File: config.mk
export PLATFORM = sky130hd
export DESIGN_NAME = eic_core
export DESIGN_NICKNAME = d
export VERILOG_FILES = /design/src/eic_pkg.sv /design/src/eic_core.sv
export VERILOG_INCLUDE_DIRS = /design/src
export SDC_FILE = /design/constraint.sdc
export NUM_CORES = 1
export LEC_CHECK = 0
export BUFFER_PORTS_ARGS = -buffer_cell sky130_fd_sc_hd__buf_4
export CAP_MARGIN = 20
export CORE_AREA = 4 4 127 129
export DETAILED_ROUTE_END_ITERATION = 12
export DIE_AREA = 0 0 131 133
export PLACE_DENSITY = 0.68
export SLEW_MARGIN = 20
export SYNTH_ARGS = -nofsm -noshare
export SYNTH_HDL_FRONTEND = slang
export SYNTH_SLANG_ARGS = --single-unit
File: constraint.sdc
create_clock -name clk_sys_i -period 4.41 [get_ports clk_sys_i]
set_clock_uncertainty 0.2 [all_clocks]
set_input_delay 0.882 -clock clk_sys_i [delete_from_list [all_inputs] [get_ports clk_sys_i]]
set_output_delay 0.882 -clock clk_sys_i [all_outputs]
set_load 0.03 [all_outputs]
File: src/eic_map.svh
// Register offsets, field positions, reset values and widths of the encoder position init control block.
`ifndef EIC_MAP_SVH
`define EIC_MAP_SVH
// ************************************************************
// Register offsets
// ************************************************************
`define EIC_OFS_CONTROL      4'h0
`define EIC_OFS_INIT_VALUE   4'h1
`define EIC_OFS_GE_COMPARE   4'h2
`define EIC_OFS_POS_LOW      4'h3
`define EIC_OFS_POS_HIGH     4'h4
`define EIC_OFS_STATUS       4'h5
// ************************************************************
// Control register fields
// ************************************************************
`define EIC_BIT_COUNTERS_ON  15
`define EIC_BIT_HALT_IDLE    13
`define EIC_PIS_HI           12
`define EIC_PIS_LO           10
`define EIC_BIT_IMV_B        9
`define EIC_BIT_IMV_A        8
`define EIC_CTRL_WMASK       16'hBF7F
`define EIC_CTRL_RESET       16'h0000
`define EIC_CCM_HI           1
`define EIC_CCM_LO           0
`define EIC_HOME_CNT_MAX     2'h2
`endif

File: src/eic_pkg.sv
// Types of the encoder position init control block.
package eic_pkg;
   // ************************************************************
   // Position init select codes
   // ************************************************************
   typedef enum logic [2:0] {
      EIC_PIS_NONE      = 3'b000,
      EIC_PIS_RESET_IDX = 3'b001,
      EIC_PIS_LOAD_NEXT = 3'b010,
      EIC_PIS_LOAD_HOME1 = 3'b011,
      EIC_PIS_LOAD_HOME2 = 3'b100,
      EIC_PIS_RESET_GE  = 3'b101,
      EIC_PIS_MODULO    = 3'b110,
      EIC_PIS_RSVD      = 3'b111
   } eic_pis_type;
   // ************************************************************
   // Home and index arming states
   // ************************************************************
   typedef enum logic [1:0] {
      EIC_ARM_IDLE  = 2'b00,
      EIC_ARM_WAIT  = 2'b01,
      EIC_ARM_DONE  = 2'b10
   } eic_arm_type;
endpackage : eic_pkg

File: src/eic_core.sv
// Encoder position counter with control register, index, home and compare initialisation.
//
// Added by the designer: the address map and the plain strobed port.
`timescale 1ns/10ps
`default_nettype none
`include "eic_map.svh"
module eic_core #(
   parameter int CNT_W = 32
) (
   input  wire logic        clk_sys_i,
   input  wire logic        rst_i,
   input  wire logic [3:0]  addr_i,
   input  wire logic [15:0] wdata_i,
   input  wire logic        wr_i,
   input  wire logic        rd_i,
   output logic      [15:0] rdata_o,
   input  wire logic        phase_a_input_i,
   input  wire logic        phase_b_input_i,
   input  wire logic        index_i,
   input  wire logic        home_i,
   input  wire logic        idle_i,
   output logic      [CNT_W-1:0] position_o,
   output logic        active_o
);
   // ************************************************************
   // Registers
   // ************************************************************
   logic [15:0]      ctrl_r, ctrl_nxt;
   logic [CNT_W-1:0] init_r, init_nxt;
   logic [CNT_W-1:0] gec_r, gec_nxt;
   logic [CNT_W-1:0] pos_r, pos_nxt;
   logic [15:0]      rdata_r, rdata_nxt;
   logic             a_q_r, b_q_r, idx_q_r, home_q_r;
   logic             idx_d_r, home_d_r;
   logic             load_done_r, load_done_nxt;
   logic [1:0]       home_cnt_r, home_cnt_nxt;
   eic_pkg::eic_arm_type arm_r, arm_nxt;
   logic             active_r, active_nxt;

   eic_pkg::eic_pis_type pis;
   logic [1:0]       count_mode_select;
   logic             run, idx_rise, home_rise, idx_match, step_dir, quad_step;
   logic             a_p_r;
   logic             load_evt;

   // Field views of the control word; the enum cast keeps the case labels readable.
   assign pis = eic_pkg::eic_pis_type'(ctrl_r[`EIC_PIS_HI:`EIC_PIS_LO]);
   assign count_mode_select = ctrl_r[`EIC_CCM_HI:`EIC_CCM_LO];

   // Block runs only while enabled and not halted by idle.
   assign run = ctrl_r[`EIC_BIT_COUNTERS_ON] & ~(ctrl_r[`EIC_BIT_HALT_IDLE] & idle_i);

   // Edge detection on registered pins, one clock of latency by design.
   assign idx_rise  = idx_q_r & ~idx_d_r;
   assign home_rise = home_q_r & ~home_d_r;

   // Phase levels must match the programmed match bits.
   assign idx_match = (b_q_r == ctrl_r[`EIC_BIT_IMV_B])
                    & (a_q_r == ctrl_r[`EIC_BIT_IMV_A]);

   // Simple x2 quadrature step taken on both rising and falling phase A transitions.
   assign quad_step = (a_q_r ^ a_p_r);
   assign step_dir  = a_q_r ^ b_q_r;

   // ************************************************************
   // Input sampling
   // ************************************************************
   // Inputs are taken as synchronous; one stage aligns them to the edge detector.
   always_ff @(posedge clk_sys_i or posedge rst_i) begin
      if (rst_i) begin
         a_q_r    <= 1'b0;
         b_q_r    <= 1'b0;
         idx_q_r  <= 1'b0;
         home_q_r <= 1'b0;
         idx_d_r  <= 1'b0;
         home_d_r <= 1'b0;
         a_p_r    <= 1'b0;
      end else begin
         a_q_r    <= phase_a_input_i;
         b_q_r    <= phase_b_input_i;
         idx_q_r  <= index_i;
         home_q_r <= home_i;
         idx_d_r  <= idx_q_r;
         home_d_r <= home_q_r;
         a_p_r    <= a_q_r;
      end
   end

   // ************************************************************
   // Next-state logic
   // ************************************************************
   // Bus writes take priority over counting on the position registers.
   always_comb begin
      ctrl_nxt      = ctrl_r;
      init_nxt      = init_r;
      gec_nxt       = gec_r;
      pos_nxt       = pos_r;
      load_done_nxt = load_done_r;
      home_cnt_nxt  = home_cnt_r;
      arm_nxt       = arm_r;
      load_evt      = 1'b0;
      if (run) begin
         if (count_mode_select[1]) begin
            // Timer modes count every cycle and bypass init select entirely.
            pos_nxt = pos_r + {{(CNT_W-1){1'b0}}, 1'b1};
         end else begin
            if (quad_step) begin
               if (step_dir) begin
                  pos_nxt = pos_r + {{(CNT_W-1){1'b0}}, 1'b1};
               end else begin
                  pos_nxt = pos_r - {{(CNT_W-1){1'b0}}, 1'b1};
               end
            end
            case (pis)
               eic_pkg::EIC_PIS_NONE: begin
                  pos_nxt = pos_nxt;
               end
               eic_pkg::EIC_PIS_RESET_IDX: begin
                  if (idx_rise) begin
                     pos_nxt = '0;
                  end
               end
               eic_pkg::EIC_PIS_LOAD_NEXT: begin
                  // One-shot: the done flag blocks later index edges until control is rewritten.
                  if (idx_rise && !load_done_r) begin
                     pos_nxt       = init_r;
                     load_done_nxt = 1'b1;
                     load_evt      = 1'b1;
                  end
               end
               eic_pkg::EIC_PIS_LOAD_HOME1, eic_pkg::EIC_PIS_LOAD_HOME2: begin
                  // Home arms; index edges are counted until the selected one loads.
                  case (arm_r)
                     eic_pkg::EIC_ARM_IDLE: begin
                        if (home_rise) begin
                           arm_nxt      = eic_pkg::EIC_ARM_WAIT;
                           home_cnt_nxt = 2'h0;
                        end
                     end
                     eic_pkg::EIC_ARM_WAIT: begin
                        if (idx_rise) begin
                           // The count holds the index edges already passed since home.
                           if ((pis == eic_pkg::EIC_PIS_LOAD_HOME1) ||
                               (home_cnt_r == (`EIC_HOME_CNT_MAX - 2'h1))) begin
                              pos_nxt = init_r;
                              arm_nxt = eic_pkg::EIC_ARM_DONE;
                           end else begin
                              home_cnt_nxt = home_cnt_r + 2'h1;
                           end
                        end
                     end
                     eic_pkg::EIC_ARM_DONE: begin
                        if (home_rise) begin
                           arm_nxt      = eic_pkg::EIC_ARM_WAIT;
                           home_cnt_nxt = 2'h0;
                        end
                     end
                     default: begin
                        arm_nxt = eic_pkg::EIC_ARM_IDLE;
                     end
                  endcase
               end
               eic_pkg::EIC_PIS_RESET_GE: begin
                  // Checked every cycle, so a count parked on the compare value stays at zero.
                  if (pos_r == gec_r) begin
                     pos_nxt = '0;
                  end
               end
               eic_pkg::EIC_PIS_MODULO: begin
                  // Wraps between zero and the compare value in both directions.
                  // Only single steps are seen, so a bus write past the limit does not wrap.
                  if (quad_step && step_dir && (pos_r == gec_r)) begin
                     pos_nxt = '0;
                  end else if (quad_step && !step_dir && (pos_r == '0)) begin
                     pos_nxt = gec_r;
                  end
               end
               eic_pkg::EIC_PIS_RSVD: begin
                  // Reserved code: software must not select it; init select leaves the count alone, but an index match still clears it.
                  pos_nxt = pos_nxt;
               end
               default: begin
                  pos_nxt = pos_nxt;
               end
            endcase
            // Index match is applied last so that it wins over any init-select action.
            if ((count_mode_select == 2'b00) && idx_rise && idx_match) begin
               pos_nxt = '0;
            end
         end
      end
      // Writes land at the next edge; position writes override any count made in the same cycle.
      if (wr_i) begin
         case (addr_i)
            `EIC_OFS_CONTROL: begin
               ctrl_nxt      = wdata_i & `EIC_CTRL_WMASK;
               // A load in the same cycle as the rewrite wins, so one index never loads twice.
               load_done_nxt = load_evt;
               arm_nxt       = eic_pkg::EIC_ARM_IDLE;
            end
            `EIC_OFS_INIT_VALUE: init_nxt = {{(CNT_W-16){1'b0}}, wdata_i};
            `EIC_OFS_GE_COMPARE: gec_nxt  = {{(CNT_W-16){1'b0}}, wdata_i};
            `EIC_OFS_POS_LOW:    pos_nxt  = {pos_r[CNT_W-1:16], wdata_i};
            `EIC_OFS_POS_HIGH:   pos_nxt  = {wdata_i, pos_r[15:0]};
            default: begin
               ctrl_nxt = ctrl_nxt;
            end
         endcase
      end
   end

   // ************************************************************
   // State registers
   // ************************************************************
   // Registered outputs keep every top-level output glitch free.
   always_ff @(posedge clk_sys_i or posedge rst_i) begin
      if (rst_i) begin
         ctrl_r      <= `EIC_CTRL_RESET;
         init_r      <= '0;
         gec_r       <= '0;
         pos_r       <= '0;
         load_done_r <= 1'b0;
         home_cnt_r  <= 2'h0;
         arm_r       <= eic_pkg::EIC_ARM_IDLE;
      end else begin
         ctrl_r      <= ctrl_nxt;
         init_r      <= init_nxt;
         gec_r       <= gec_nxt;
         pos_r       <= pos_nxt;
         load_done_r <= load_done_nxt;
         home_cnt_r  <= home_cnt_nxt;
         arm_r       <= arm_nxt;
      end
   end

   // ************************************************************
   // Read port
   // ************************************************************
   // Read data stand for one cycle only and fall back to zero, so a late sample sees nothing stale.
   always_comb begin
      rdata_nxt = 16'h0000;
      if (rd_i) begin
         case (addr_i)
            `EIC_OFS_CONTROL:    rdata_nxt = ctrl_r;
            `EIC_OFS_INIT_VALUE: rdata_nxt = init_r[15:0];
            `EIC_OFS_GE_COMPARE: rdata_nxt = gec_r[15:0];
            `EIC_OFS_POS_LOW:    rdata_nxt = pos_r[15:0];
            `EIC_OFS_POS_HIGH:   rdata_nxt = pos_r[31:16];
            `EIC_OFS_STATUS:     rdata_nxt = {12'h000, load_done_r, arm_r, run};
            default:             rdata_nxt = 16'h0000;
         endcase
      end
   end

   // The read register stays clear while the block is held in reset.
   always_ff @(posedge clk_sys_i or posedge rst_i) begin
      if (rst_i) begin
         rdata_r <= 16'h0000;
      end else begin
         rdata_r <= rdata_nxt;
      end
   end

   // ************************************************************
   // Activity flag
   // ************************************************************
   // Mirrors the run condition one cycle late; software polls it to see an idle halt take hold.
   always_comb begin
      active_nxt = run;
   end

   // Kept as a flop so the output never glitches while idle toggles.
   always_ff @(posedge clk_sys_i or posedge rst_i) begin
      if (rst_i) begin
         active_r <= 1'b0;
      end else begin
         active_r <= active_nxt;
      end
   end

   // ************************************************************
   // Outputs
   // ************************************************************
   // Every output is a plain wire from a flop; no logic sits after the registers.
   assign rdata_o    = rdata_r;
   assign position_o = pos_r;
   assign active_o   = active_r;
endmodule : eic_core
`default_nettype wire

# Word-level counts from Yosys, hierarchy flattened
# Index checks and enable logic that the tools add are counted.
[word_totals]
reg_bits = 107
latch_bits = 0
mem_bits_rw = 0
rom_bits = 0
wordCells = 118
n_memories = 0
[classes]
addsub = 3
mul = 0
div = 0
order_cmp = 0
n_eq_ne = 23
shifts = 0
mux = 41
n_bitwise = 11
n_reduce_logical = 23
[ops]
columns = ["operator", "n"]
rows = [
  ["32-bit 2-to-1 mux", 14],
  ["32-bit one-hot mux with 6 select lines", 1],
  ["16-bit one-hot mux with 6 select lines", 1],
  ["32-bit one-hot mux with 2 select lines", 1],
  ["32-bit by 1-bit adder with 32-bit output (second input constant)", 1],
  ["32-bit by 16-bit equality test with 1-bit output", 1],
  ["32-bit logical NOT", 1],
  ["32-bit by 1-bit subtractor with 32-bit output (second input constant)", 1],
  ["2-bit 2-to-1 mux", 11],
  ["16-bit 2-to-1 mux", 1],
  ["3-bit equality test (second input constant)", 4],
  ["1-bit 2-to-1 mux", 10],
  ["4-bit by 2-bit equality test with 1-bit output (second input constant)", 2],
  ["4-bit by 3-bit equality test with 1-bit output (second input constant)", 2],
  ["2-bit inequality test (second input constant)", 4],
  ["2-bit one-hot mux with 2 select lines", 2],
  ["1-bit logical AND", 7],
  ["7-bit AND reduction", 1],
  ["3-bit by 2-bit equality test with 1-bit output (second input constant)", 2],
  ["2-bit AND reduction", 3],
  ["2-bit OR reduction", 3],
  ["1-bit bitwise AND", 5],
  ["2-bit by 1-bit equality test with 1-bit output (second input constant)", 2],
  ["4-bit by 1-bit equality test with 1-bit output (second input constant)", 1],
  ["other kinds (13)", 20],
]

# Depth between registers and ports, before layout
[depth]
ltp_word = 12
depth_mapped = 12
mapped_depth_nobuf = 9

# Least setup slack after synthesis
# Ideal clock, no wire load.
[synth_timing]
path_type = "flip-flop to flip-flop"
from = "register pos_r[5] (netlist: position_o[5])"
to = "register pos_r[28] (netlist: position_o[28])"
setup_time_ns = 0.126
t_arrival_ns = 2.896
required_ns = 4.084
slack_ns = 1.188
path_stages_with_launch = 10
n_path_buf = 2
period_less_slack_ns = 3.222
cell_sequence = "dfrtp_1 buf_6 or4_4 or3_4 or4_4 buf_6 a211oi_4 a311oi_2 and3_1 a221o_1"
[synth_between]
elab_chain_cells = 12
elab_cells_between_ends = 22
classes_between = "add/sub (2); eq/ne (1); mux (16); reduce/logical (3)"
[synth_rtl]
columns = ["item", "line_no", "rtl"]
rows = [
  ["start: declaration", "eic_core.sv:31", "logic [CNT_W-1:0] pos_r, pos_nxt;"],
  ["start signal: assignment", "eic_core.sv:229", "pos_r <= pos_nxt;"],
  ["32-bit by 1-bit subtractor with 32-bit output / 32-bit by 1-bit adder with 32-bit output (equally long branches)", "eic_core.sv:111, eic_core.sv:105, eic_core.sv:109", ""],
  ["32-bit 2-to-1 mux", "eic_core.sv:108", "if (step_dir) begin"],
  ["32-bit 2-to-1 mux", "eic_core.sv:107", "if (quad_step) begin"],
  ["32-bit 2-to-1 mux", "eic_core.sv:143", "if ((pis == eic_pkg::EIC_PIS_LOAD_HOME1) ||"],
  ["32-bit 2-to-1 mux", "eic_core.sv:141", "if (idx_rise) begin"],
  ["32-bit 2-to-1 mux", "eic_core.sv:133", "case (arm_r)"],
  ["32-bit one-hot mux with 6 select lines", "eic_core.sv:114", "case (pis)"],
  ["32-bit 2-to-1 mux", "eic_core.sv:187", "if ((count_mode_select == 2'b00) && idx_rise && idx_match) begin"],
  ["32-bit 2-to-1 mux (*)", "eic_core.sv:103", "if (count_mode_select[1]) begin"],
  ["32-bit 2-to-1 mux (*)", "eic_core.sv:102", "if (run) begin"],
  ["32-bit one-hot mux with 2 select lines", "eic_core.sv:194", "case (addr_i)"],
  ["32-bit 2-to-1 mux (*)", "eic_core.sv:193", "if (wr_i) begin"],
]
# Mark *: on every way between the ends. The rest lies on a longest branch, timed or not.
# A chain may end at the register's enable or synchronous reset.

# Worst setup path after layout
[layout_timing]
from = "register pos_r[8] (netlist: position_o[8])"
to = "register pos_r[2] (netlist: position_o[2])"
[layout_between]
elab_chain_cells = 10
elab_cells_between_ends = 13
classes_between = "eq/ne (1); mux (9); reduce/logical (3)"
[layout_rtl]
columns = ["item", "line_no", "rtl"]
rows = [
  ["32-bit logical NOT", "eic_core.sv:174", "end else if (quad_step && !step_dir && (pos_r == '0)) begin"],
  ["1-bit logical AND", "eic_core.sv:174", ""],
  ["32-bit 2-to-1 mux", "eic_core.sv:174", ""],
  ["32-bit 2-to-1 mux", "eic_core.sv:172", "if (quad_step && step_dir && (pos_r == gec_r)) begin"],
  ["32-bit one-hot mux with 6 select lines (*)", "eic_core.sv:114", ""],
  ["32-bit 2-to-1 mux (*)", "eic_core.sv:187", ""],
  ["32-bit 2-to-1 mux (*)", "eic_core.sv:103", ""],
  ["32-bit 2-to-1 mux (*)", "eic_core.sv:102", ""],
  ["32-bit one-hot mux with 2 select lines", "eic_core.sv:194", ""],
  ["32-bit 2-to-1 mux (*)", "eic_core.sv:193", ""],
]
# Marked as above.

==> flow_metrics.py <==
metrics = {
    "synthesis": {
        "synth_area_um2": 7330,
        "synth_enable_flop_cells": 0,
        "ys.warnings.count": 0,
        "netlist.area_leader.share_pct": 36.5,
        "netlist_top_cells_count": "107 x dfrtp_1, 82 x nand2_1, 64 x clkbuf_1",
        "synthTopCellsByArea": "dfrtp_1 37%, mux2_2 7.8%, nand2_1 4.2%, a21oi_1 3.7%, a22oi_1 3.6%",
        "ys_seq_area_share_pct": 36.5,
        "synth-main-ff-cell": "dfrtp_1",
        "synth_top_area_cell": "dfrtp_1",
        "synthCells": 828,
        "synth_area_per_cell_um2": 8.85,
        "syn-num-nets": 860,
        "ys_ff_latch": 107,
        "synth_most_common_cell": "dfrtp_1",
        "synth_cell_types": 75,
        "async_flop_share_pct": 100,
    },
    "detailed_routing": {
        "drtIter0Drc": 1074,
        "dr.pass1.iters": 6,
        "drt-vias-per-instance": 7.20,
        "ant_nets": 0,
        "vias": 7710,
        "drc": 0,
        "routedWlPerCell_um": 28.3,
        "wirelength_mm": 30.3,
    },
    "cts": {
        "cts_max_path_buffers": 2,
        "clk_pin_slew_worst_paths_ns": 0.08,
        "cts_resized": 0,
        "numCtsBuffers": 9,
        "holdBufCountCts": 0,
        "clockRootBuffer": "clkbuf_16",
        "cts_max_level": 3,
        "post_cts_buffers": 0,
        "cts_tree": "built",
        "clk_latency_ns": 0.36,
        "clock-sinks": 107,
    },
    "global_routing": {
        "grt_max_degree": 65,
        "grt_overflow": 0,
        "grt_pass1_wl_mm": 45.7,
        "grt_pass1_vias": 7367,
        "antenna_found_initial": 0,
        "grt_usage_pct": 35.1,
    },
    "worst_setup_path": {
        "crit_path_end_kind": "flip-flop",
        "path_max_fanout": 18,
        "timing.rr.start": "position_o[8]",
        "slowest_stage": "nor4_1",
        "worstPathRequired_ns": 4.45,
        "slowest_delay_ns": 0.66,
        "worst-setup-path-type": "flip-flop to flip-flop",
        "cp_cell_sequence": "nor4_1, nand4_1, or4_4, a21oi_2, o21ai_1, buf_4, a221oi_1, a211oi_1",
        "critPathArrivalTime_ns": 3.67,
        "crit_path_start_kind": "flip-flop",
        "critPathLaunch": "position_o[8]",
    },
    "sta": {
        "fin_crit_sh_pct": 82.4,
        "slew_headroom_pct": 26.0,
        "hold_viol": 0,
        "rsz0062_at_grt": "no",
        "period_needed_ns": 3.63,
        "tightest_slew_ns": 1.11,
        "setup_viol": 0,
        "clock.fmax_mhz": 275,
        "finalMaxSlewViolations": 0,
        "finalSetupTns_ns": 0,
    },
    "die": {
        "die_area_um2": 17400,
        "start_util_pct": 48.7,
        "rows": 45,
        "die_w_um": 131,
        "die_y_um": 133,
        "io_pins": 78,
        "core_area_um2": 15000,
    },
    "power_and_ir_drop": {
        "p_leak_nw": 3.37,
        "ir_worst_vdd_v": 0.000313,
        "powerDensity_nw_per_um2": 531,
    },
    "job": {
        "max-cap-violations": 0,
    },
    "layout": {
        "syn_to_final_growth_pct": 15.2,
        "fill_cells": 1355,
        "drive_gt1_share_pct": 22.5,
        "finalNetCount": 910,
        "postLayoutCellArea_um2": 8440,
        "diodes": 0,
        "seq_area_um2": 2680,
        "multi_input_area_um2": 4340,
    },
    "placement": {
        "io_buffers": 77,
        "place_area_um2": 8160,
        "dpl.hpwl_mm": 21.4,
        "gp_congestion": 1.04,
    },
    "hold_path": {
        "hold_class": "flip-flop to flip-flop",
        "hold_start": "home_q_r",
    },
    "outcome": {
        "outcome": "completed",
    },
}
## power by group
| group | leakage, nW | switching (mW) | internal (mW) |
|---|---|---|---|
| combinational | 1.91 | 1.15 | 0.757 |
| clock | 0.128 | 0.402 | 0.403 |
| sequential | 1.33 | 0.567 | 1.21 |
| total | 3.37 | 2.12 | 2.37 |
## layout by cell type, fill, tap and decap left out, types with 5 or more instances in the layout
cell       count
buf_4        110
dfrtp_1      107
nand2_1       82
a21oi_1       54
mux2_2        51
nor2_1        43
a22oi_1       35
o21ai_0       32
xor2_1        30
nand3_1       26
xnor2_1       21
o22ai_1       19
nor4_1        19
nor3_1        18
a222oi_1      18
nand4_1       17
inv_1         13
a31oi_1       13
clkbuf_16      9
and3_1         8
a221oi_1       8
a21o_1         8
o31ai_1        8
nand2b_1       7
or4_1          7
o211ai_1       7
a211oi_1       5
and4_1         5
or3_1          5
## metrics by stage
stage                     hold WS (ns)  setup slack, ns  util (%)  power (mW)  cells
after global routing             0.217            0.614      56.2        4.70   1071
after global placement           0.181            0.960      54.3        3.60   1055
after detailed placement         0.190            0.908      54.3        3.63   1055
after floorplan                  0.152            0.511         -        2.88    828
final                            0.206            0.776      56.2        4.49   1071
after CTS                        0.207            0.883      56.2        4.44   1071
## registers in the layout, summed over array words and instances, names as in the netlist
register	cells
home_q_r	1
idx_d_r	1
position_o	32
a_q_r	1
home_cnt_r	2
gec_r	16
load_done_r	1
home_d_r	1
arm_r	2
rdata_o	16
b_q_r	1
active_o	1
ctrl_r	14
init_r	16
idx_q_r	1
a_p_r	1
## cells by family after synthesis
family	after synthesis	synth area share [%]
AOI/OAI and AO/OA	253	24.1
buffers and inverters	87	4.69
adders and majority gates	3	0.512
muxes	54	8.25
DFF	107	36.5
xor gates and xnor gates	51	6.10
and+or+nand+nor	273	19.8
## layer usage
metal	up-vias	track usage [%]	share of wire, %
li1	3258	-	-
met1	3757	49.2	40
met2	597	50.8	44
met3	98	8.64	12
met4	0	15.8	4.5
met5	-	0	0
## final cells by class
cell class	instances	share of cell area [%]
Inverter	15	0.697
Clock inverter	6	0.563
Timing Repair Buffer	111	10.0
Sequential cell	107	31.7
Multi-Input combinational cell	634	51.4
Tap cell	188	2.79
Clock buffer	10	2.83
## worst max-delay path, delay by kind of cell (launching register included)
| family | cells | cell delay [ns] |
|---|---|---|
| and+or+nand+nor | 3 | 1.69 |
| AOI/OAI and AO/OA | 4 | 0.79 |
| DFF | 1 | 0.58 |
| buffers and inverters | 1 | 0.24 |
## worst paths after layout
path                                       to  slack, ns  depth (start not counted)
worst max-delay path            position_o[2]       0.78                          8
worst min-delay path                 home_d_r       0.21                          0
worst max register to register  position_o[2]       0.78                          8
worst min register to register       home_d_r       0.21                          0
max in group asynchronous               b_q_r       2.85                          3
min in group asynchronous       home_cnt_r[1]       0.39                          2
Note: power is estimated with default switching activity, not from simulation.
